**src/design/rtc_params.svh**
```systemverilog
`ifndef RTC_PARAMS_SVH
`define RTC_PARAMS_SVH

// ----------------------------------------------------------------
// register offsets
// ----------------------------------------------------------------
`define OFS_CONTROL 5'h00
`define OFS_STATUS 5'h01
`define OFS_INT_ENABLES 5'h02
`define OFS_INT_FLAGS 5'h03
`define OFS_STAGING 5'h04
`define OFS_DEBUG 5'h05
`define OFS_DRIFT 5'h06
`define OFS_SOURCE 5'h07
`define OFS_COUNT_LO 5'h08
`define OFS_COUNT_HI 5'h09
`define OFS_LIMIT_LO 5'h0A
`define OFS_LIMIT_HI 5'h0B
`define OFS_MATCH_LO 5'h0C
`define OFS_MATCH_HI 5'h0D

// ----------------------------------------------------------------
// field positions
// ----------------------------------------------------------------
`define BIT_WRAP 0
`define BIT_MATCH 1
`define BIT_ENABLE 0
`define BIT_CORR_EN 2
`define DIV_LSB 3
`define DIV_MSB 6
`define BIT_SIGN 7
`define AMOUNT_MSB 6
`define BIT_RUN_DEBUG 0
`define BIT_COUNT_BUSY 1
`define BIT_LIMIT_BUSY 2
`define BIT_MATCH_BUSY 3

// ----------------------------------------------------------------
// reset values
// ----------------------------------------------------------------
`define RST_BYTE 8'h00
`define RST_COUNT 16'h0000
`define RST_LIMIT 16'hFFFF
`define RST_MATCH 16'h0000

// ----------------------------------------------------------------
// timing counts
// ----------------------------------------------------------------
`define SYNC_CYCLES 2'h2
`define PPM_INTERVAL 20'hF4240

`endif

```
**src/design/rtc_pkg.sv**
```systemverilog
package rtc_pkg;

    typedef struct packed {
        logic [4:0] addr;
        logic [7:0] wdata;
        logic wr;
        logic rd;
    } bus_req_t;

    typedef enum logic [1:0] {
        internal_fast_osc,
        internal_slow_osc,
        crystal_osc_source,
        external_clock_input
    } source_sel_t;

    typedef struct packed {
        logic sign;
        logic [6:0] amount;
    } drift_t;

endpackage

```
**src/design/write_sync.sv**
```systemverilog
`timescale 1ns/10ps
`include "rtc_params.svh"

module write_sync (
    input wire logic clk_in,
    input wire logic srst_in,
    input wire logic start_in,
    input wire logic cycle_in,
    output logic pending_out,
    output logic load_out
);
    import rtc_pkg::*;

    logic [1:0] left;

    // ----------------------------------------------------------------
    // two counter clock cycles from write to effect
    // ----------------------------------------------------------------
    always_ff @(posedge clk_in) begin
        if (srst_in) begin
            left <= 2'h0;
        end else if (start_in) begin
            left <= `SYNC_CYCLES;
        end else if (cycle_in && left != 2'h0) begin
            left <= left - 2'h1;
        end
    end

    assign pending_out = (left != 2'h0);
    assign load_out = cycle_in && (left == 2'h1) && !start_in;

endmodule // write_sync

```
**src/design/tick_prescaler.sv**
```systemverilog
`timescale 1ns/10ps
`include "rtc_params.svh"

module tick_prescaler (
    input wire logic clk_in,
    input wire logic srst_in,
    input wire logic cycle_in,
    input wire logic run_in,
    input wire logic [3:0] div_in,
    input wire logic corr_en_in,
    input wire rtc_pkg::drift_t drift_in,
    output logic tick_out
);
    import rtc_pkg::*;

    logic [15:0] presc;
    logic [19:0] acc;
    logic [19:0] acc_sum;
    logic corr_due;
    logic [1:0] step;
    logic [15:0] next_presc;
    logic [15:0] old_hi;
    logic [15:0] new_hi;
    logic advance;

    // ----------------------------------------------------------------
    // drift spreading: amount corrections per million cycles
    // ----------------------------------------------------------------
    assign advance = cycle_in && run_in;
    assign acc_sum = acc + {13'h0, drift_in.amount};
    assign corr_due = corr_en_in && (acc_sum >= `PPM_INTERVAL);

    always_ff @(posedge clk_in) begin
        if (srst_in || !corr_en_in) begin
            acc <= 20'h0;
        end else if (advance) begin
            acc <= corr_due ? acc_sum - `PPM_INTERVAL : acc_sum;
        end
    end

    // ----------------------------------------------------------------
    // slower skips one step, faster takes two
    // ----------------------------------------------------------------
    assign step = !corr_due ? 2'h1 : (drift_in.sign ? 2'h2 : 2'h0);
    assign next_presc = presc + {14'h0, step};
    assign old_hi = presc >> div_in;
    assign new_hi = next_presc >> div_in;

    always_ff @(posedge clk_in) begin
        if (srst_in) begin
            presc <= 16'h0;
            tick_out <= 1'b0;
        end else begin
            if (advance) begin
                presc <= next_presc;
            end
            tick_out <= advance && (old_hi != new_hi);
        end
    end

endmodule // tick_prescaler

```
**src/design/rtc_counter_compare_regs.sv**
```systemverilog
// Function
// - match flag sets when count equals match value
// - wrap flag sets when count reaches limit and returns to zero
// - writing one clears a flag, zero leaves it; flags reset clear
// - one shared staging byte at 0x4 serves all 16-bit registers
// - run_in_debug zero stops prescaler and counting during debug halt; register writes and pending loads still take effect
// - sign zero slows the prescaler, sign one speeds it up
// - amount gives corrections per million counter clock cycles
// - two-bit source select picks one of four counter clocks
// - count is 16 bits, resets zero, low byte then high byte
// - count write takes effect two counter clock cycles later
// - wrap limit is 16 bits, two bytes, resets to all ones
// - match value is 16 bits, resets zero, high byte at plus one
// - tick divider divides counter clock by two to the field
// - count_sync_pending reads one while count write is in flight
// - enabled match or wrap flag requests an interrupt
`timescale 1ns/10ps
`include "rtc_params.svh"

module rtc_counter_compare_regs (
    input wire logic clk_in,
    input wire logic srst_in,
    input wire rtc_pkg::bus_req_t bus_in,
    input wire logic [3:0] osc_ticks_in,
    input wire logic debug_halt_in,
    output logic [7:0] rdata_out,
    output logic irq_out,
    output logic [15:0] count_out
);
    import rtc_pkg::*;

    // ----------------------------------------------------------------
    // state
    // ----------------------------------------------------------------
    logic [7:0] control;
    logic [1:0] int_enables;
    logic [1:0] int_flags;
    logic [7:0] staging;
    logic run_in_debug;
    drift_t drift;
    source_sel_t source_sel;
    logic [15:0] count;
    logic [15:0] limit;
    logic [15:0] match;
    logic [15:0] count_hold;
    logic [15:0] limit_hold;
    logic [15:0] match_hold;
    logic irq;

    // ----------------------------------------------------------------
    // decode
    // ----------------------------------------------------------------
    wire wr = bus_in.wr;
    wire rd = bus_in.rd;
    wire [7:0] wdata = bus_in.wdata;
    wire wr_control = wr && bus_in.addr == `OFS_CONTROL;
    wire wr_enables = wr && bus_in.addr == `OFS_INT_ENABLES;
    wire wr_flags = wr && bus_in.addr == `OFS_INT_FLAGS;
    wire wr_staging = wr && bus_in.addr == `OFS_STAGING;
    wire wr_debug = wr && bus_in.addr == `OFS_DEBUG;
    wire wr_drift = wr && bus_in.addr == `OFS_DRIFT;
    wire wr_source = wr && bus_in.addr == `OFS_SOURCE;
    wire wr_lo_any = wr && (bus_in.addr == `OFS_COUNT_LO
        || bus_in.addr == `OFS_LIMIT_LO || bus_in.addr == `OFS_MATCH_LO);
    wire wr_count_hi = wr && bus_in.addr == `OFS_COUNT_HI;
    wire wr_limit_hi = wr && bus_in.addr == `OFS_LIMIT_HI;
    wire wr_match_hi = wr && bus_in.addr == `OFS_MATCH_HI;
    wire rd_count_lo = rd && bus_in.addr == `OFS_COUNT_LO;
    wire rd_limit_lo = rd && bus_in.addr == `OFS_LIMIT_LO;
    wire rd_match_lo = rd && bus_in.addr == `OFS_MATCH_LO;
    wire [15:0] wr_word = {wdata, staging};

    // ----------------------------------------------------------------
    // counter clock selection and run gating
    // ----------------------------------------------------------------
    wire cycle = osc_ticks_in[source_sel];
    wire enabled = control[`BIT_ENABLE];
    wire halted = debug_halt_in && !run_in_debug;
    wire run = enabled && !halted;
    wire corr_en = control[`BIT_CORR_EN];
    wire [3:0] div_sel = control[`DIV_MSB:`DIV_LSB];
    wire tick;

    tick_prescaler tick_prescaler_inst (
        .clk_in(clk_in),
        .srst_in(srst_in),
        .cycle_in(cycle),
        .run_in(run),
        .div_in(div_sel),
        .corr_en_in(corr_en),
        .drift_in(drift),
        .tick_out(tick)
    );

    // ----------------------------------------------------------------
    // write crossings into the counter clock domain
    // ----------------------------------------------------------------
    wire count_sync_pending;
    wire limit_sync_pending;
    wire match_sync_pending;
    wire count_load;
    wire limit_load;
    wire match_load;

    write_sync u_count_sync (
        .clk_in(clk_in),
        .srst_in(srst_in),
        .start_in(wr_count_hi),
        .cycle_in(cycle),
        .pending_out(count_sync_pending),
        .load_out(count_load)
    );

    write_sync u_limit_sync (
        .clk_in(clk_in),
        .srst_in(srst_in),
        .start_in(wr_limit_hi),
        .cycle_in(cycle),
        .pending_out(limit_sync_pending),
        .load_out(limit_load)
    );

    write_sync u_match_sync (
        .clk_in(clk_in),
        .srst_in(srst_in),
        .start_in(wr_match_hi),
        .cycle_in(cycle),
        .pending_out(match_sync_pending),
        .load_out(match_load)
    );

    // ----------------------------------------------------------------
    // counting and events
    // ----------------------------------------------------------------
    wire at_limit = (count == limit);
    wire step = tick && run && !count_load;
    wire [15:0] count_inc = count + 16'h0001;
    wire [15:0] count_stepped = at_limit ? 16'h0000 : count_inc;
    wire [15:0] next_count = count_load ? count_hold :
        (step ? count_stepped : count);
    wire wrap_event = step && at_limit;
    wire match_event = (step || count_load) && (next_count == match);
    wire [1:0] events = {match_event, wrap_event};
    wire [1:0] clear_bits = wr_flags ? wdata[1:0] : 2'b00;
    wire [1:0] next_flags = (int_flags & ~clear_bits) | events;

    // ----------------------------------------------------------------
    // control registers
    // ----------------------------------------------------------------
    always_ff @(posedge clk_in) begin
        if (srst_in) begin
            control <= `RST_BYTE;
            int_enables <= 2'b00;
            run_in_debug <= 1'b0;
            drift <= drift_t'(`RST_BYTE);
            source_sel <= internal_fast_osc;
        end else begin
            if (wr_control) begin
                control <= {1'b0, wdata[6:2], 1'b0, wdata[0]};
            end
            if (wr_enables) begin
                int_enables <= wdata[1:0];
            end
            if (wr_debug) begin
                run_in_debug <= wdata[`BIT_RUN_DEBUG];
            end
            if (wr_drift) begin
                drift <= drift_t'(wdata);
            end
            if (wr_source) begin
                source_sel <= source_sel_t'(wdata[1:0]);
            end
        end
    end

    // ----------------------------------------------------------------
    // flags
    // ----------------------------------------------------------------
    always_ff @(posedge clk_in) begin
        if (srst_in) begin
            int_flags <= 2'b00;
        end else begin
            int_flags <= next_flags;
        end
    end

    // ----------------------------------------------------------------
    // staging byte
    // ----------------------------------------------------------------
    always_ff @(posedge clk_in) begin
        if (srst_in) begin
            staging <= `RST_BYTE;
        end else if (wr_staging || wr_lo_any) begin
            staging <= wdata;
        end else if (rd_count_lo) begin
            staging <= count[15:8];
        end else if (rd_limit_lo) begin
            staging <= limit[15:8];
        end else if (rd_match_lo) begin
            staging <= match[15:8];
        end
    end

    // ----------------------------------------------------------------
    // 16-bit registers
    // ----------------------------------------------------------------
    always_ff @(posedge clk_in) begin
        if (srst_in) begin
            count_hold <= `RST_COUNT;
            limit_hold <= `RST_LIMIT;
            match_hold <= `RST_MATCH;
        end else begin
            if (wr_count_hi) begin
                count_hold <= wr_word;
            end
            if (wr_limit_hi) begin
                limit_hold <= wr_word;
            end
            if (wr_match_hi) begin
                match_hold <= wr_word;
            end
        end
    end

    always_ff @(posedge clk_in) begin
        if (srst_in) begin
            count <= `RST_COUNT;
            limit <= `RST_LIMIT;
            match <= `RST_MATCH;
        end else begin
            count <= next_count;
            if (limit_load) begin
                limit <= limit_hold;
            end
            if (match_load) begin
                match <= match_hold;
            end
        end
    end

    // ----------------------------------------------------------------
    // sync status
    // ----------------------------------------------------------------
    wire [7:0] status_byte = {4'h0, match_sync_pending, limit_sync_pending,
        count_sync_pending, 1'b0};

    // ----------------------------------------------------------------
    // read mux
    // ----------------------------------------------------------------
    logic [7:0] rd_mux;

    always_comb begin
        case (bus_in.addr)
            `OFS_CONTROL: rd_mux = control;
            `OFS_STATUS: rd_mux = status_byte;
            `OFS_INT_ENABLES: rd_mux = {6'h00, int_enables};
            `OFS_INT_FLAGS: rd_mux = {6'h00, int_flags};
            `OFS_STAGING: rd_mux = staging;
            `OFS_DEBUG: rd_mux = {7'h00, run_in_debug};
            `OFS_DRIFT: rd_mux = drift;
            `OFS_SOURCE: rd_mux = {6'h00, source_sel};
            `OFS_COUNT_LO: rd_mux = count[7:0];
            `OFS_LIMIT_LO: rd_mux = limit[7:0];
            `OFS_MATCH_LO: rd_mux = match[7:0];
            `OFS_COUNT_HI: rd_mux = staging;
            `OFS_LIMIT_HI: rd_mux = staging;
            `OFS_MATCH_HI: rd_mux = staging;
            default: rd_mux = 8'h00;
        endcase
    end

    wire [7:0] next_rdata = rd ? rd_mux : 8'h00;

    always_ff @(posedge clk_in) begin
        if (srst_in) begin
            rdata_out <= 8'h00;
        end else begin
            rdata_out <= next_rdata;
        end
    end

    // ----------------------------------------------------------------
    // interrupt request
    // ----------------------------------------------------------------
    wire next_irq = |(next_flags & int_enables);

    always_ff @(posedge clk_in) begin
        if (srst_in) begin
            irq <= 1'b0;
        end else begin
            irq <= next_irq;
        end
    end

    // ----------------------------------------------------------------
    // outputs
    // ----------------------------------------------------------------
    assign irq_out = irq;
    assign count_out = count;

endmodule // rtc_counter_compare_regs

```
**config.mk**
```make
export PLATFORM = sky130hd
export DESIGN_NAME = rtc_counter_compare_regs
export DESIGN_NICKNAME = d
export VERILOG_FILES = /design/src/design/rtc_pkg.sv /design/src/design/write_sync.sv /design/src/design/tick_prescaler.sv /design/src/design/rtc_counter_compare_regs.sv
export VERILOG_INCLUDE_DIRS = /design/src /design/src/design
export SDC_FILE = /design/constraint.sdc
export NUM_CORES = 1
export LEC_CHECK = 0
export BUFFER_PORTS_ARGS = -buffer_cell sky130_fd_sc_hd__buf_2
export CAP_MARGIN = 0
export CORE_MARGIN = 3
export CORE_UTILIZATION = 40
export CTS_CLUSTER_SIZE = 10
export DETAILED_ROUTE_END_ITERATION = 6
export PLACE_DENSITY = 0.53
export REMOVE_ABC_BUFFERS = 1
export SYNTH_ARGS = -nofsm -noshare
export SYNTH_HDL_FRONTEND = slang
export SYNTH_SLANG_ARGS = --single-unit
```
**constraint.sdc**
```tcl
create_clock -name clk_in -period 6.6 [get_ports clk_in]
set_clock_uncertainty 0.15 [all_clocks]
set_input_delay 0.66 -clock clk_in [delete_from_list [all_inputs] [get_ports clk_in]]
set_output_delay 0.66 -clock clk_in [all_outputs]
set_load 0.005 [all_outputs]
```
==> metrics.md <==
| Metric | Value |
|---|---|
| Initial detailed-routing violation count | 1,037 |
| Crit-path max cell delay | 0.53 ns |
| Syn avg cell area | 7.573 sq um |
| Die area | 29,910 sq um |
| Seq/Total Area, Yosys | 0.3178 |
| Num CTS Buffers | 17 |
| Clk slew on worst S/H paths | 0.08 ns |
| P_leak | 0.004132 uW |
| Ys Warns | 0 |
| Post-synth top area share | 0.3178 |
| Predominant post-synthesis flop cell | dfxtp_1 |
| Max-cap violations | 0 |
| # clock sinks | 177 |
| Worst min path class | reg2reg |
| Initial antenna violation count | 0 |
| Synth top area cells | dfxtp_1, nand2_1, a21oi_1, xnor2_1, nor2_1 |
| Clock root cell | clkbuf_16 |
| Number of core rows | 60 |
| Wirelength, routed | 36,900 um |
| Vias in the first global route | 9,904 |
| Max VDD drop | 0.0001598 V |
| Core Box Area | 27,180 sq um |
| Crit path kind | reg2reg |
| CP arrival | 6.25 ns |
| Nets@finish | 1,491 |
| Vias per cell | 5.923 |
| Critical Path End Type | flop |
| PortBufs | 46 |
| Post-route insts no fill | 1,834 |
| Post-synthesis cell count | 1,472 |
| Vias | 10.86k |
| Post-CTS Hold Fix Bufs | 0 |
| Placed Cells | 1,799 |
| Largest net degree at the start of global routing | 80 |
| Total Routing Usage GR | 0.2419 |
| RSZ-0062 raised after global routing | false |
| Fin Setup TNS | 0 ns |
| EDFF count, synth | 0 |
| Buffer depth of the longest clock path | 2 |
| Buffer and inverter count on the worst path | 1 |
| Die H | 172.9 um |
| Post-synthesis async set-or-reset flop share | 0 |
| WP data required | 6.75 ns |
| Post-layout minimum cycle time | 6.097 ns |
| Final setup vio count | 0 |
| First-pass DRT Iterations | 5 |
| IO Count | 47 |
| # DRC | 0 |
| Die width | 172.9 um |
| Fmax | 164.0 MHz |
| Area leader, netlist | dfxtp_1 |
| Crit path max-delay family | simple AND/OR/NAND/NOR gates |
| Worst skew pair latency | 0.44 ns |
| Status | finished, final reports clean |
| H-tree depth | 4 |
| Critical path's most frequent cell | nor3_1 |
| Final Hold Fails | 0 |
| Synthesized area | 11,150 sq um |
| CP max FO | 6 |
| Worst slew pin tran | 1.171 ns |
| Ant. Diodes | 0 |
| WL/cell | 20.12 um |
| Final period util | 0.9238 |
| Total grt overflow | 0 |
| First-pass GRT wire length | 58,450 um |
| P per Cell Area | 202.6 nW/um^2 |
| Fin. max-slew vios | 0 |
| Synth-to-layout area growth | 10.07% |
| Layout cells sized above 1 | 0.1019 |
| Initial Util | 0.4102 |
| Synthesized flop and latch total | 177 |
| Final Wtd Congestion | 0.9041 |
| Distinct cells, synth | 91 |
| Slowest CP cell | or4b_1 |
| DP HPWL | 25,930 um |
| Slew margin rel. | 0.2168 |
| Crit start category | flop |
| Antenna-violating nets left | 0 |
| TritonCTS clock tree | done |
[placed cells by master (no fill, tap or decap), types with 8 or more instances in the layout]
master	count
o21ai_0	36
clkbuf_16	17
nor3_1	28
nor4_1	16
dfxtp_1	175
xor2_1	17
nor2b_1	26
mux2i_1	33
a211oi_1	15
and3_1	11
nand2b_1	22
a22oi_1	10
xnor2_1	55
nand4_1	20
or3_1	11
o211ai_1	23
inv_1	34
a222oi_1	15
nand2_1	259
buf_4	31
buf_2	45
or4_1	8
a31oi_1	24
ha_1	18
nor2_1	114
nand3b_1	22
a211o_1	18
a21oi_1	121
nand3_1	54
[final timing paths]
| path | from | to | slack [ns] | depth (start not counted) |
|---|---|---|---|---|
| max | drift[0] | tick_prescaler_inst.tick_out | 0.50 | 25 |
| max reg2reg | drift[0] | tick_prescaler_inst.tick_out | 0.50 | 25 |
| min | match_hold[10] | match[10] | 0.30 | 2 |
| min reg2reg | match_hold[10] | match[10] | 0.30 | 2 |
[layout make-up]
cell class | count | area (sq um)
clock buffer | 17 | 425.4
clock inverter | 15 | 216.5
fill | 2817 | 14910
inverter | 36 | 135.1
multi-input combinational | 1141 | 7024
sequential | 177 | 3546
tap | 372 | 465.4
timing repair buffer | 76 | 457.9
[state kept, by name (all words and copies together) (netlist names), 6 cells and up]
register and cells:
tick_prescaler_inst.acc 20, staging 8, count_out 16, drift 8, match 16, match_hold 16
limit_hold 16, control 6, limit 16, rdata_out 8, count_hold 16, tick_prescaler_inst.presc 16
[what timing repair did]
action,4_1_cts,5_1_grt
endpoints found under the setup margin,0,1
gates resized for setup,0,6
endpoints found under the hold margin,0,0
setup buffers,0,3
[worst min-delay path, delay by kind of cell (launching register included)]
family / cells / cell delay (ns)
and+or+nand+nor: 1 / 0.05
DFF: 1 / 0.32
AOI/OAI and AO/OA: 1 / 0.05
[per-stage QoR]
stage,total power [uW],setup WS (ns),hold slack [ns],utilization,instance area [sq um]
finish,2485,0.5028,0.3010,0.4515,12270
global route,2583,0.002297,0.3216,0.4515,12270
detailed placement,1405,0.1710,0.2925,0.4260,11580
global placement,1404,0.3693,0.2881,0.4260,11580
CTS,2503,0.1163,0.3023,0.4496,12220
floorplan,1287,0.6112,0.2760,-,10670
[logic make-up after synthesis]
family,share of synthesized area
fa+ha+maj,0.02379
simple gates,0.2745
compound gates,0.2305
flops,0.3178
buf+inv,0.05499
mux,0.04175
xor+xnor,0.05657
[synth_stat cells, types with 10 or more instances]
master	n
inv_1	34
a211oi_1	16
nand2b_1	22
nor2_1	115
nand2_1	259
o21ai_0	37
o211ai_1	23
nor4_1	18
a21oi_1	121
nand4_1	20
dfxtp_1	177
a31oi_1	24
or3_1	11
a211o_1	18
ha_1	18
xnor2_1	55
a22oi_1	10
nand3b_1	22
nor3_1	28
clkbuf_1	98
nand3_1	54
and3_1	11
mux2i_1	33
xor2_1	17
a222oi_1	15
nor2b_1	26
[power breakdown]
group          switching [uW]  leakage, uW  total, uW  internal (uW)
Sequential               42.2      0.00143       1130           1090
Combinational             157      0.00239        249           91.3
Clock                     567     0.000309       1100            535
Total                     766      0.00413       2490           1720
[metal layers]
layer | up-vias | GRT usage | part of all wire
li1 | 5267 | - | -
met1 | 5131 | 0.3652 | 0.48
met2 | 414 | 0.3591 | 0.44
met3 | 51 | 0.03294 | 0.067
met4 | 0 | 0.06723 | 0.022
met5 | - | 0 | 0
No activity file was read; power rests on OpenSTA's default activity.
